<file path="src/ovs_defs.svh">
// constants for the overload and fault supervision block
// assumes a 50 MHz clock; load levels are in 0.1 % of nominal
`ifndef OVS_DEFS_SVH
`define OVS_DEFS_SVH
`define OVS_CLK_HZ          50000000
`define OVS_TICK_MS         100
`define OVS_TICK_CYCLES     (`OVS_TICK_MS * (`OVS_CLK_HZ / 1000))
`define OVS_MS_CYCLES       (`OVS_CLK_HZ / 1000)
`define OVS_LOAD_THRESHOLD  16'h041A
`define OVS_TRIP_COUNT      32'h0000_2710
`define OVS_DUTY_MAX        8'h96
`define OVS_PERCENT_FULL    8'h64
`define OVS_ACT_NONE        2'h0
`define OVS_ACT_WARN        2'h1
`define OVS_ACT_FAULT       2'h2
`define OVS_SRC_OFF         2'h0
`define OVS_SRC_CURRENT     2'h1
`define OVS_SRC_TORQUE      2'h2
`define OVS_SRC_POWER       2'h3
`define OVS_SIM_OVERCURRENT 0
`define OVS_SIM_OVERVOLTAGE 1
`define OVS_SIM_UNDERVOLT   2
`define OVS_SIM_PHASE_LOSS  3
`define OVS_SIM_EARTH       4
`define OVS_SIM_SYSTEM      5
`define OVS_SIM_ENCODER     6
`define OVS_SIM_TEMP_WARN   7
`define OVS_SIM_TEMP_FAULT  8
`define OVS_SIM_RESERVED    9
`define OVS_LOG_BLOCK       2'h3
`define OVS_LOG_RESET       2'h1
`endif

</file>
<file path="src/ovs_pkg.sv">
// types shared by the overload and fault supervision files
// assumes ovs_defs.svh for the numeric codes
package ovs_pkg;
  typedef logic [15:0] ovs_level_t;
  typedef struct packed {
    logic link_watchdog;
    logic link_slot_e;
    logic link_slot_d;
    logic overload;
    logic overtemp;
    logic encoder;
    logic system;
    logic earth;
    logic phase_loss;
    logic undervoltage;
    logic overvoltage;
    logic overcurrent;
  } ovs_fault_s;
  typedef struct packed {
    ovs_level_t current;
    ovs_level_t torque;
    ovs_level_t power;
  } ovs_load_s;
endpackage

</file>
<file path="src/ovs_ramp.sv">
// slope scaling for the overload accumulator step
// assumes level inputs in 0.1 % of nominal, same clock as the caller
`include "ovs_defs.svh"
module ovs_ramp (
  input  wire logic              clk,
  input  wire logic              reset,
  input  wire ovs_pkg::ovs_level_t level,
  input  wire ovs_pkg::ovs_level_t full_scale,
  input  wire ovs_pkg::ovs_level_t full_inc,
  output logic                   above,
  output logic                   below,
  output ovs_pkg::ovs_level_t    step
);
  import ovs_pkg::*;

  wire logic        up_w    = level > `OVS_LOAD_THRESHOLD;
  wire logic        dn_w    = level < `OVS_LOAD_THRESHOLD;
  wire logic [15:0] diff_w  = up_w ? 16'(level - `OVS_LOAD_THRESHOLD)
                                   : 16'(`OVS_LOAD_THRESHOLD - level);
  wire logic [15:0] span_w  = 16'(full_scale - `OVS_LOAD_THRESHOLD);
  wire logic        flat_w  = full_scale <= `OVS_LOAD_THRESHOLD;
  wire logic [31:0] prod_w  = diff_w * full_inc;
  // zero at the threshold, full_inc at full scale, linear between
  wire logic [31:0] quot_w  = flat_w ? {16'h0000, full_inc} : prod_w / {16'h0000, span_w};
  // clamped beyond full scale so a huge overload cannot wrap the step
  wire logic [15:0] step_w  = (quot_w > {16'h0000, full_inc}) ? full_inc : quot_w[15:0];

  always_ff @(posedge clk) begin
    if (reset) begin
      above <= 1'b0;
      below <= 1'b0;
      step  <= 16'h0000;
    end else begin
      above <= up_w;
      below <= dn_w;
      step  <= step_w;
    end
  end
endmodule // ovs_ramp

</file>
<file path="src/ovs_top.sv">
// overload accumulator, fault responses, link watchdog, fault simulation
// assumes all inputs except link_pulse are on clk; link_pulse is a pin
//
// Behaviour
// - every 100 ms raise accumulator above 105 %, lower it below
// - overload trip when accumulator exceeds ten thousand counts
// - step linear from zero at 105 % to maximum at full scale
// - overload action: 0 none, 1 warning, 2 fault
// - source: 0 off, 1 current, 2 torque, 3 power
// - per slot link fault response only when fieldbus controls
// - fault when watchdog pulse missing for delay; zero disables
// - simulation bits 0 to 6 inject the named faults
// - simulated fault looks exactly like the real one outside
// - bit 7 temp warning, bit 8 fault needs bit 7 or real warning
// - datalogger command: -1 blocked, 0 nothing, 1 reset
// - duty cycle 0 to 150 % sets thermal nominal current point
`include "ovs_defs.svh"
module ovs_top #(
  parameter int TICK_CYCLES = `OVS_TICK_CYCLES,
  parameter int MS_CYCLES   = `OVS_MS_CYCLES,
  parameter int ACC_W       = 16
) (
  input  wire logic                clk,
  input  wire logic                reset,
  input  wire ovs_pkg::ovs_load_s  load_in,
  input  wire logic [1:0]          overload_source_select,
  input  wire logic [1:0]          overload_action_select,
  input  wire ovs_pkg::ovs_level_t overload_full_scale_level,
  input  wire ovs_pkg::ovs_level_t overload_full_scale_increment,
  input  wire ovs_pkg::ovs_fault_s real_fault,
  input  wire logic                real_temp_warning,
  input  wire ovs_pkg::ovs_level_t drive_temperature,
  input  wire ovs_pkg::ovs_level_t temp_warning_level,
  input  wire logic                control_place_fieldbus,
  input  wire logic                link_fault_slot_d,
  input  wire logic                link_fault_slot_e,
  input  wire logic [1:0]          slot_d_action_select,
  input  wire logic [1:0]          slot_e_action_select,
  input  wire logic                link_pulse,
  input  wire logic [15:0]         link_pulse_timeout,
  input  wire logic [9:0]          fault_sim_word,
  input  wire logic [1:0]          datalog_command,
  input  wire logic [7:0]          motor_duty_cycle,
  input  wire ovs_pkg::ovs_level_t motor_nominal_current,
  output ovs_pkg::ovs_fault_s      fault_out,
  output ovs_pkg::ovs_fault_s      warning_out,
  output logic                     drive_fault_state,
  output logic [ACC_W-1:0]         overload_count,
  output logic                     overload_trip,
  output logic                     datalog_reset,
  output logic                     datalog_blocked,
  output ovs_pkg::ovs_level_t      thermal_nominal_current
);
  import ovs_pkg::*;

  ////////////////////////////////////////////////////////////////////
  // shared decode

  function automatic logic [1:0] act_decode(input logic [1:0] sel, input logic ev);
    act_decode = {ev && (sel == `OVS_ACT_FAULT), ev && (sel == `OVS_ACT_WARN)};
  endfunction

  ////////////////////////////////////////////////////////////////////
  // 100 ms tick

  logic [31:0] tick_cnt_reg;
  logic [31:0] tick_cnt_next;
  wire  logic  tick_w = tick_cnt_reg == 32'(TICK_CYCLES - 1);
  assign tick_cnt_next = tick_w ? 32'h0000_0000 : 32'(tick_cnt_reg + 32'h0000_0001);

  always_ff @(posedge clk) begin
    if (reset) tick_cnt_reg <= 32'h0000_0000;
    else       tick_cnt_reg <= tick_cnt_next;
  end

  ////////////////////////////////////////////////////////////////////
  // overload accumulator

  wire ovs_level_t sel_level_w =
    (overload_source_select == `OVS_SRC_CURRENT) ? load_in.current :
    (overload_source_select == `OVS_SRC_TORQUE)  ? load_in.torque  :
    (overload_source_select == `OVS_SRC_POWER)   ? load_in.power   : 16'h0000;
  wire logic src_off_w = overload_source_select == `OVS_SRC_OFF;

  logic       ramp_above;
  logic       ramp_below;
  ovs_level_t ramp_step;

  ovs_ramp u_ramp (
    .clk        (clk),
    .reset      (reset),
    .level      (sel_level_w),
    .full_scale (overload_full_scale_level),
    .full_inc   (overload_full_scale_increment),
    .above      (ramp_above),
    .below      (ramp_below),
    .step       (ramp_step)
  );

  localparam logic [ACC_W:0] ACC_MAX = {1'b0, {ACC_W{1'b1}}};
  logic [ACC_W-1:0] acc_reg;
  logic [ACC_W-1:0] acc_next;
  wire  logic [ACC_W:0] step_ext_w = (ACC_W + 1)'(ramp_step);
  wire  logic [ACC_W:0] sum_w      = {1'b0, acc_reg} + step_ext_w;
  wire  logic [ACC_W-1:0] inc_w    = (sum_w > ACC_MAX) ? ACC_MAX[ACC_W-1:0] : sum_w[ACC_W-1:0];
  // never wraps under zero during long light load
  wire  logic [ACC_W-1:0] dec_w    = ({1'b0, acc_reg} < step_ext_w) ? '0
                                   : ACC_W'({1'b0, acc_reg} - step_ext_w);

  always_comb begin
    acc_next = acc_reg;
    if (src_off_w)                acc_next = '0;
    else if (tick_w && ramp_above) acc_next = inc_w;
    else if (tick_w && ramp_below) acc_next = dec_w;
  end

  wire logic trip_w = 32'(acc_reg) > `OVS_TRIP_COUNT;
  wire logic [1:0] ol_act_w = act_decode(overload_action_select, trip_w);

  ////////////////////////////////////////////////////////////////////
  // link fault responses and watchdog

  // slot faults only matter while the fieldbus is the active control place
  wire logic [1:0] slot_d_w = act_decode(slot_d_action_select,
                                         link_fault_slot_d && control_place_fieldbus);
  wire logic [1:0] slot_e_w = act_decode(slot_e_action_select,
                                         link_fault_slot_e && control_place_fieldbus);

  logic pulse_meta_reg;
  logic pulse_sync_reg;
  logic pulse_prev_reg;
  wire  logic pulse_edge_w = pulse_sync_reg && !pulse_prev_reg;

  logic [31:0] ms_cnt_reg;
  wire  logic  ms_w = ms_cnt_reg == 32'(MS_CYCLES - 1);
  logic [15:0] miss_ms_reg;
  logic [15:0] miss_ms_next;
  wire  logic  wd_on_w = link_pulse_timeout != 16'h0000;
  wire  logic  wd_fault_w = wd_on_w && (miss_ms_reg >= link_pulse_timeout);
  // ms grid restarts at each pulse, so a miss is timed from the pulse and never fires early
  wire  logic  ms_clr_w   = ms_w || pulse_edge_w || !wd_on_w;

  always_comb begin
    miss_ms_next = miss_ms_reg;
    if (pulse_edge_w || !wd_on_w)           miss_ms_next = 16'h0000;
    else if (ms_w && miss_ms_reg != 16'hFFFF) miss_ms_next = 16'(miss_ms_reg + 16'h0001);
  end

  ////////////////////////////////////////////////////////////////////
  // fault simulation and merge

  wire logic sim_temp_warn_w = fault_sim_word[`OVS_SIM_TEMP_WARN];
  // the fault bit alone arms a fault at the real warning level
  wire logic real_at_warn_w  = real_temp_warning || (drive_temperature >= temp_warning_level);
  wire logic sim_temp_flt_w  = fault_sim_word[`OVS_SIM_TEMP_FAULT]
                             && (sim_temp_warn_w || real_at_warn_w);

  ovs_fault_s fault_w;
  ovs_fault_s warn_w;
  always_comb begin
    fault_w = real_fault;
    fault_w.overcurrent  = real_fault.overcurrent  || fault_sim_word[`OVS_SIM_OVERCURRENT];
    fault_w.overvoltage  = real_fault.overvoltage  || fault_sim_word[`OVS_SIM_OVERVOLTAGE];
    fault_w.undervoltage = real_fault.undervoltage || fault_sim_word[`OVS_SIM_UNDERVOLT];
    fault_w.phase_loss   = real_fault.phase_loss   || fault_sim_word[`OVS_SIM_PHASE_LOSS];
    fault_w.earth        = real_fault.earth        || fault_sim_word[`OVS_SIM_EARTH];
    fault_w.system       = real_fault.system       || fault_sim_word[`OVS_SIM_SYSTEM];
    fault_w.encoder      = real_fault.encoder      || fault_sim_word[`OVS_SIM_ENCODER];
    fault_w.overtemp     = real_fault.overtemp     || sim_temp_flt_w;
    fault_w.overload     = ol_act_w[1];
    fault_w.link_slot_d  = slot_d_w[1];
    fault_w.link_slot_e  = slot_e_w[1];
    fault_w.link_watchdog = wd_fault_w;
    warn_w = '0;
    warn_w.overtemp    = real_temp_warning || sim_temp_warn_w;
    warn_w.overload    = ol_act_w[0];
    warn_w.link_slot_d = slot_d_w[0];
    warn_w.link_slot_e = slot_e_w[0];
  end

  ////////////////////////////////////////////////////////////////////
  // datalogger command and duty cycle

  logic [1:0] log_prev_reg;
  wire  logic log_block_w = datalog_command == `OVS_LOG_BLOCK;
  wire  logic log_fire_w  = (datalog_command == `OVS_LOG_RESET)
                         && (log_prev_reg != `OVS_LOG_RESET);

  // out-of-range settings are held at the limit rather than ignored
  wire logic [7:0]  duty_w  = (motor_duty_cycle > `OVS_DUTY_MAX) ? `OVS_DUTY_MAX
                                                                 : motor_duty_cycle;
  wire logic [23:0] therm_w = (motor_nominal_current * duty_w) / `OVS_PERCENT_FULL;

  ////////////////////////////////////////////////////////////////////
  // registers

  always_ff @(posedge clk) begin
    if (reset) begin
      acc_reg        <= '0;
      pulse_meta_reg <= 1'b0;
      pulse_sync_reg <= 1'b0;
      pulse_prev_reg <= 1'b0;
      ms_cnt_reg     <= 32'h0000_0000;
      miss_ms_reg    <= 16'h0000;
      log_prev_reg   <= 2'h0;
    end else begin
      acc_reg        <= acc_next;
      pulse_meta_reg <= link_pulse;
      pulse_sync_reg <= pulse_meta_reg;
      pulse_prev_reg <= pulse_sync_reg;
      ms_cnt_reg     <= ms_clr_w ? 32'h0000_0000 : 32'(ms_cnt_reg + 32'h0000_0001);
      miss_ms_reg    <= miss_ms_next;
      log_prev_reg   <= datalog_command;
    end
  end

  always_ff @(posedge clk) begin
    if (reset) begin
      fault_out               <= '0;
      warning_out             <= '0;
      drive_fault_state       <= 1'b0;
      overload_count          <= '0;
      overload_trip           <= 1'b0;
      datalog_reset           <= 1'b0;
      datalog_blocked         <= 1'b0;
      thermal_nominal_current <= 16'h0000;
    end else begin
      fault_out               <= fault_w;
      warning_out             <= warn_w;
      drive_fault_state       <= |fault_w;
      overload_count          <= acc_reg;
      overload_trip           <= trip_w;
      datalog_reset           <= log_fire_w;
      datalog_blocked         <= log_block_w;
      thermal_nominal_current <= therm_w[15:0];
    end
  end
endmodule // ovs_top

</file>
<file path="config.mk">
export PLATFORM = sky130hd
export DESIGN_NAME = ovs_top
export DESIGN_NICKNAME = d
export VERILOG_FILES = /design/src/ovs_pkg.sv /design/src/ovs_ramp.sv /design/src/ovs_top.sv
export VERILOG_INCLUDE_DIRS = /design/src
export SDC_FILE = /design/constraint.sdc
export NUM_CORES = 2
export LEC_CHECK = 0
export ABC_AREA = 0
export CORE_MARGIN = 10
export CORE_UTILIZATION = 37
export CTS_BUF_LIST = sky130_fd_sc_hd__clkbuf_4 sky130_fd_sc_hd__clkbuf_8
export DETAILED_ROUTE_END_ITERATION = 6
export DONT_BUFFER_PORTS = 1
export PLACE_DENSITY = 0.52
export SYNTH_ARGS = -nofsm -noshare
export SYNTH_HDL_FRONTEND = slang
export SYNTH_SLANG_ARGS = --single-unit
</file>
<file path="constraint.sdc">
create_clock -name clk -period 169.1 [get_ports clk]
set_input_delay 0 -clock clk [delete_from_list [all_inputs] [get_ports clk]]
set_output_delay 0 -clock clk [all_outputs]
set_load 0.005 [all_outputs]
</file>
Yosys cells after proc, flatten, opt, wreduce, memory -nomap -nowiden
Index checks and enable logic that the tools add are counted.

cells by class
  mux-type cells = 11
  eq/ne operators = 15
  add/sub/neg operators = 8
  reductions and logical operators = 39
  multiply operators = 2
  div/mod/pow operators = 2
  $lt $le $gt $ge = 10

operators with widths
  kind                      count
  $mux W16                  9
  $add A32 B1 Y32 const B   2
  $div A32 B16 Y32          1
  $eq A32 B16 Y1 const B    1
  $eq A32 B23 Y1 const B    1
  $ge A16 B16 Y1            2
  $gt A32 B16 Y1            1
  $mul A16 B16 Y32          1
  $mux W32                  1
  $sub A16 B11 Y16 const B  2
  $div A24 B7 Y24 const B   1
  $mul A16 B8 Y24           1
  $add A16 B16 Y17          1
  $gt A17 B16 Y1 const B    1
  $add A16 B1 Y16 const B   1
  $gt A16 B11 Y1 const B    1
  $gt A16 B14 Y1 const B    1
  $le A16 B11 Y1 const B    1
  $lt A16 B11 Y1 const B    1
  $lt A16 B16 Y1            1
  $ne A16 B16 Y1 const B    1
  $reduce_bool A16 Y1       1
  $sub A11 B16 Y16 const A  1
  $sub A16 B16 Y16          1
  12 further kinds          52

word-level totals
  bits in registers = 179
  input port bits = 191
  output and inout port bits = 60

Depth between registers and ports, before layout
  word-level depth = 11
  gate-level depth with buffers = 575

By module
A second synthesis with hierarchy kept.

second synthesis, totals
  cell total of the unflattened synthesis = 6,574
  area total of the unflattened synthesis = 49,502.5 um^2

by module, submodules not included
  module    area an instance (um^2)  instances  cells each
  ovs_ramp  33,317.0                 1          4,549
  ovs_top   16,185.5                 1          2,025

Worst setup path after synthesis
No wires, ideal clock.

  kind = input port to flip-flop
  from = input overload_source_select[1]
  to = register u_ramp.step[10]
  library setup time = 0.071 ns
  slack = 61.616 ns
  path buffers = 56
  stages = 554
  required time = 169.029 ns
  arrival = 107.414 ns
  cells stage by stage = clkbuf_1 -> clkbuf_1 -> mux2_2 -> a22oi_1 -> inv_1 -> ha_1 -> o21a_1 -> o21ai_0 -> a21o_1 -> clkbuf_1 -> clkbuf_1 -> nor3_1 -> a21oi_1 -> xor2_1 -> clkbuf_1 -> nand2_1 -> fa_1 -> inv_1 -> [... 518 more ...] -> ha_1 -> nor2b_1 -> o21a_1 -> o21ai_0 -> nand2b_1 -> a21oi_1 -> nor2b_1 -> o21ai_0 -> nand2b_1 -> a21oi_1 -> o31ai_1 -> a21o_1 -> a21oi_1 -> o22ai_1 -> inv_1 -> clkbuf_1 -> nand2_1 -> a21oi_1

between the ends
  cells in the longest elaborated chain, start to end = 11

ends and longest elaborated chain
  what                                                RTL line        RTL
  start: declaration                                  ovs_top.sv:26   input wire logic [1:0] overload_source_select,
  $eq A2 B2 Y1 (no line)                              n/a
  $mux W16                                            ovs_top.sv:82   (overload_source_select == `OVS_SRC_POWER) ? load_in.power : 16'h0000;
  $mux W16                                            ovs_top.sv:81   (overload_source_select == `OVS_SRC_TORQUE) ? load_in.torque :
  $mux W16 (*)                                        ovs_top.sv:80   (overload_source_select == `OVS_SRC_CURRENT) ? load_in.current :
  $sub A11 B16 Y16 (no line) (tied with other cells)  n/a
  $mux W16 (*)                                        ovs_ramp.sv:18  wire logic [15:0] diff_w = up_w ? 16'(level - `OVS_LOAD_THRESHOLD)
  $mul A16 B16 Y32 (*)                                ovs_ramp.sv:22  wire logic [31:0] prod_w = diff_w * full_inc;
  $div A32 B16 Y32 (*)                                ovs_ramp.sv:24  wire logic [31:0] quot_w = flat_w ? {16'h0000, full_inc} : prod_w / {16'h0000, span_w};
  $mux W32 (*)                                        ovs_ramp.sv:24
  $gt A32 B16 Y1                                      ovs_ramp.sv:26  wire logic [15:0] step_w = (quot_w > {16'h0000, full_inc}) ? full_inc : quot_w[15:0];
  $mux W16 (*)                                        ovs_ramp.sv:26
  end signal: assignment                              ovs_ramp.sv:36  step <= step_w;
  end: declaration                                    ovs_ramp.sv:12  output ovs_pkg::ovs_level_t step

Mark *: on every way between the ends. The rest lies on a longest branch, timed or not.
A chain may end at the register's enable or synchronous reset.

Final worst setup path
  from = input overload_source_select[1]
  to = register u_ramp.step[0]

The elaborated chain is that of the path after synthesis.

==> results by group <==
Clocking
  – CTS buffer count: 17
  – Worst-case clock buffer depth: 2
  – CTS tree: done
  – Clock sinks: 171
  – H-tree Lvls: 4
  – Worst-path clk slew: 0.10 ns
  – Setup repair bufs after CTS: 0
  – Worst skew pair latency: 0.48 ns
  – Root Driver: clkbuf_8

Layout
  – Area of the multi-input gates: 42700 um^2
  – Fin nets: 7562
  – Post-layout util: 39.7%
  – Layout fillers: 13700
  – Most common cell after layout, fill and taps aside: nor2_1
  – Area delta synth->final: 6.03%
  – Seq. cell area: 3420 um^2
  – Commonest non-fill, non-tap cells in the layout: 663 x nor2_1, 639 x nand2_1, 631 x ha_1
  – Layout cells sized above 1: 5.96%

Global routing
  – Global route overflow: 0
  – Gr usage total: 19.8%
  – Initial antenna violation count: 3
  – Vias in the first global route: 44900
  – Largest net degree at the start of global routing: 69
  – First-pass GRT wire length: 243000 um

Die
  – Initial Utilization: 37.4%
  – Io pins: 251
  – Rows: 132
  – Core area: 130000 um^2
  – Die area: 146000 um^2
  – Die Y: 382 um
  – Die X-Extent: 382 um

Timing
  – Final setup fails: 0
  – Final Hold Fails: 0
  – Fin. max-slew vios: 0
  – Minimum clock period after layout: 120.45 ns
  – Worst Tran Pin Value: 1.29 ns
  – Fmax: 0.00830 GHz
  – Slew headroom: 14.0%
  – Fin crit share: 71.2%
  – RSZ-0062 raised after global routing: no
  – Fin Clk Skew: 0.0175 ns
  – Setup TNS: 0 ns

Setup path
  – R2r worst-path depth: 30
  – Crit path max-delay family: compound AO/OA/AOI/OAI gates
  – Worst path slowest cell: xor2_2
  – R2r startpoint: acc_reg[0]$_SDFFE_PP0P_
  – Crit path capture type: flip-flop
  – Setup slack, reg-to-reg: 163.79 ns
  – CP max stage delay: 0.83 ns
  – CP Data Required Time: 169.53 ns
  – CP max FO: 45
  – CP bufs+invs: 27
  – Critical path type: in2reg
  – Worst Setup Start Kind: input port
  – Crit path depth: 519
  – FF-to-FF End: acc_reg[6]$_SDFFE_PP0P_
  – Critical Path End: u_ramp.step[0]$_SDFF_PP0_
  – CP most frequent cell: o21a_1
  – CP startpoint: overload_source_select[1]
  – CP arrival: 120.87 ns

Synth
  – Post-synth top area share: 16.3%
  – Avg Cell Area, Syn: 7.44 um^2
  – FF+latch count, synth: 171
  – Number of synthesized flops with an enable pin: 0
  – Unique cell type count in the Yosys netlist: 132
  – Post-Syn Area: 48600 um^2
  – Warnings from Yosys: 0
  – Cell taking the most area after synthesis: ha_1
  – Sequential cell area fraction in the yosys report: 7.04%
  – Mapped Cells: 6533
  – Top cells by area, synth: ha_1 16%, fa_1 12%, dfxtp_1 7.0%
  – Post-synthesis async set-or-reset flop share: 0%
  – Synth Flop Type: dfxtp_1

Drt
  – Routed Antenna Nets: 0
  – Wire per inst: 18.5 um
  – Drt via density: 5.71
  – Vias after detailed routing: 46900
  – Drt drc: 0
  – Drt first pass iters: 6
  – DR iter-0 viols: 2722
  – Drt total wl: 152000 um

Hold path
  – Type of the worst min-delay path: in2reg

Outcome
  – Status: finished clean

Placement
  – HPWL Detailed: 120000 um
  – RePlAce Congestion: 0.877
  – I/O Buffers: 0

Flow run
  – Max_cap viols: 0
[cell families after synthesis]
group / Yosys count / share of synthesized area [%]
AOI/OAI and AO/OA: 1727 / 24.5
muxes: 150 / 3.45
adders and majority gates: 916 / 27.9
and+or+nand+nor: 2556 / 25.8
buffers and inverters: 698 / 5.62
other: 1 / 0.00771
DFF: 171 / 7.04
xor gates and xnor gates: 314 / 5.66
[metal layers]
metal  part of all wire [%]  wire [um]  vias to the layer above  GRT usage [%]
met3                    4.4       6730                      118           1.78
li1                       -          -                    23300              -
met2                     46      70000                      999           33.3
met1                     48      73500                    22400           28.1
met5                 0.0079         12                        -              0
met4                    1.3       1960                        2           2.56
[final cells by class]
type | instances | share of cell area (%)
Multi-Input combinational cell | 5671 | 82.8
Sequential cell | 171 | 6.64
Tap cell | 1742 | 4.23
Inverter | 478 | 3.48
Timing Repair Buffer | 120 | 2.07
Clock buffer | 22 | 0.563
Clock inverter | 10 | 0.211
Antenna cell | 1 | 0.00485
[what timing repair did]
action	CTS	global route
hold endpoints to repair	106	0
resized for setup	0	0
hold buffers	60	0
[stage by stage]
step	hold slack, ns	worst slack (ns)	area [um^2]	std cells
2_1_floorplan	0.0724	61.62	48600	6540
3_3_place_gp	0.0798	50.75	50500	8122
3_5_place_dp	0.0794	50.04	50500	8122
4_1_cts	0.00915	50.03	51600	8214
5_1_grt	0.0525	39.32	51600	8214
6_report	0.0449	48.65	51600	8215
[cells in the mapped netlist, types with 56 or more instances]
cell        n
or2_2      71
o21ai_0   237
mux2_2    104
nand2_1   639
nand4_1    83
clkbuf_1  170
inv_1     476
xnor2_1   181
nor2b_1    76
xor2_1    133
dfxtp_1   171
a21o_1    138
nor3_1    275
nand3_1   148
a211oi_1   76
and2_1    192
o31ai_1   126
or3_1      68
fa_1      280
o211ai_1   56
nor2_1    668
and3_1     76
ha_1      632
o21a_1    245
a21oi_1   407
nand2b_1   79
[worst min-delay path by stage]
stage | cells past startpoint | from | to | slack, ns
floorplan | 1 | datalog_command[1] | datalog_reset$_SDFF_PP0_ | 0.07
global placement | 1 | reset | log_prev_reg[1]$_SDFF_PP0_ | 0.08
detailed placement | 1 | slot_e_action_select[1] | warning_out[10]$_SDFF_PP0_ | 0.08
CTS | 2 | overload_source_select[0] | u_ramp.below$_SDFF_PP0_ | 0.009
global route | 2 | overload_source_select[0] | u_ramp.below$_SDFF_PP0_ | 0.05
finish | 2 | overload_source_select[0] | u_ramp.below$_SDFF_PP0_ | 0.04
Power is not shown: default switching activity piles up to over one toggle a cycle in this logic, so the estimate is an artifact.
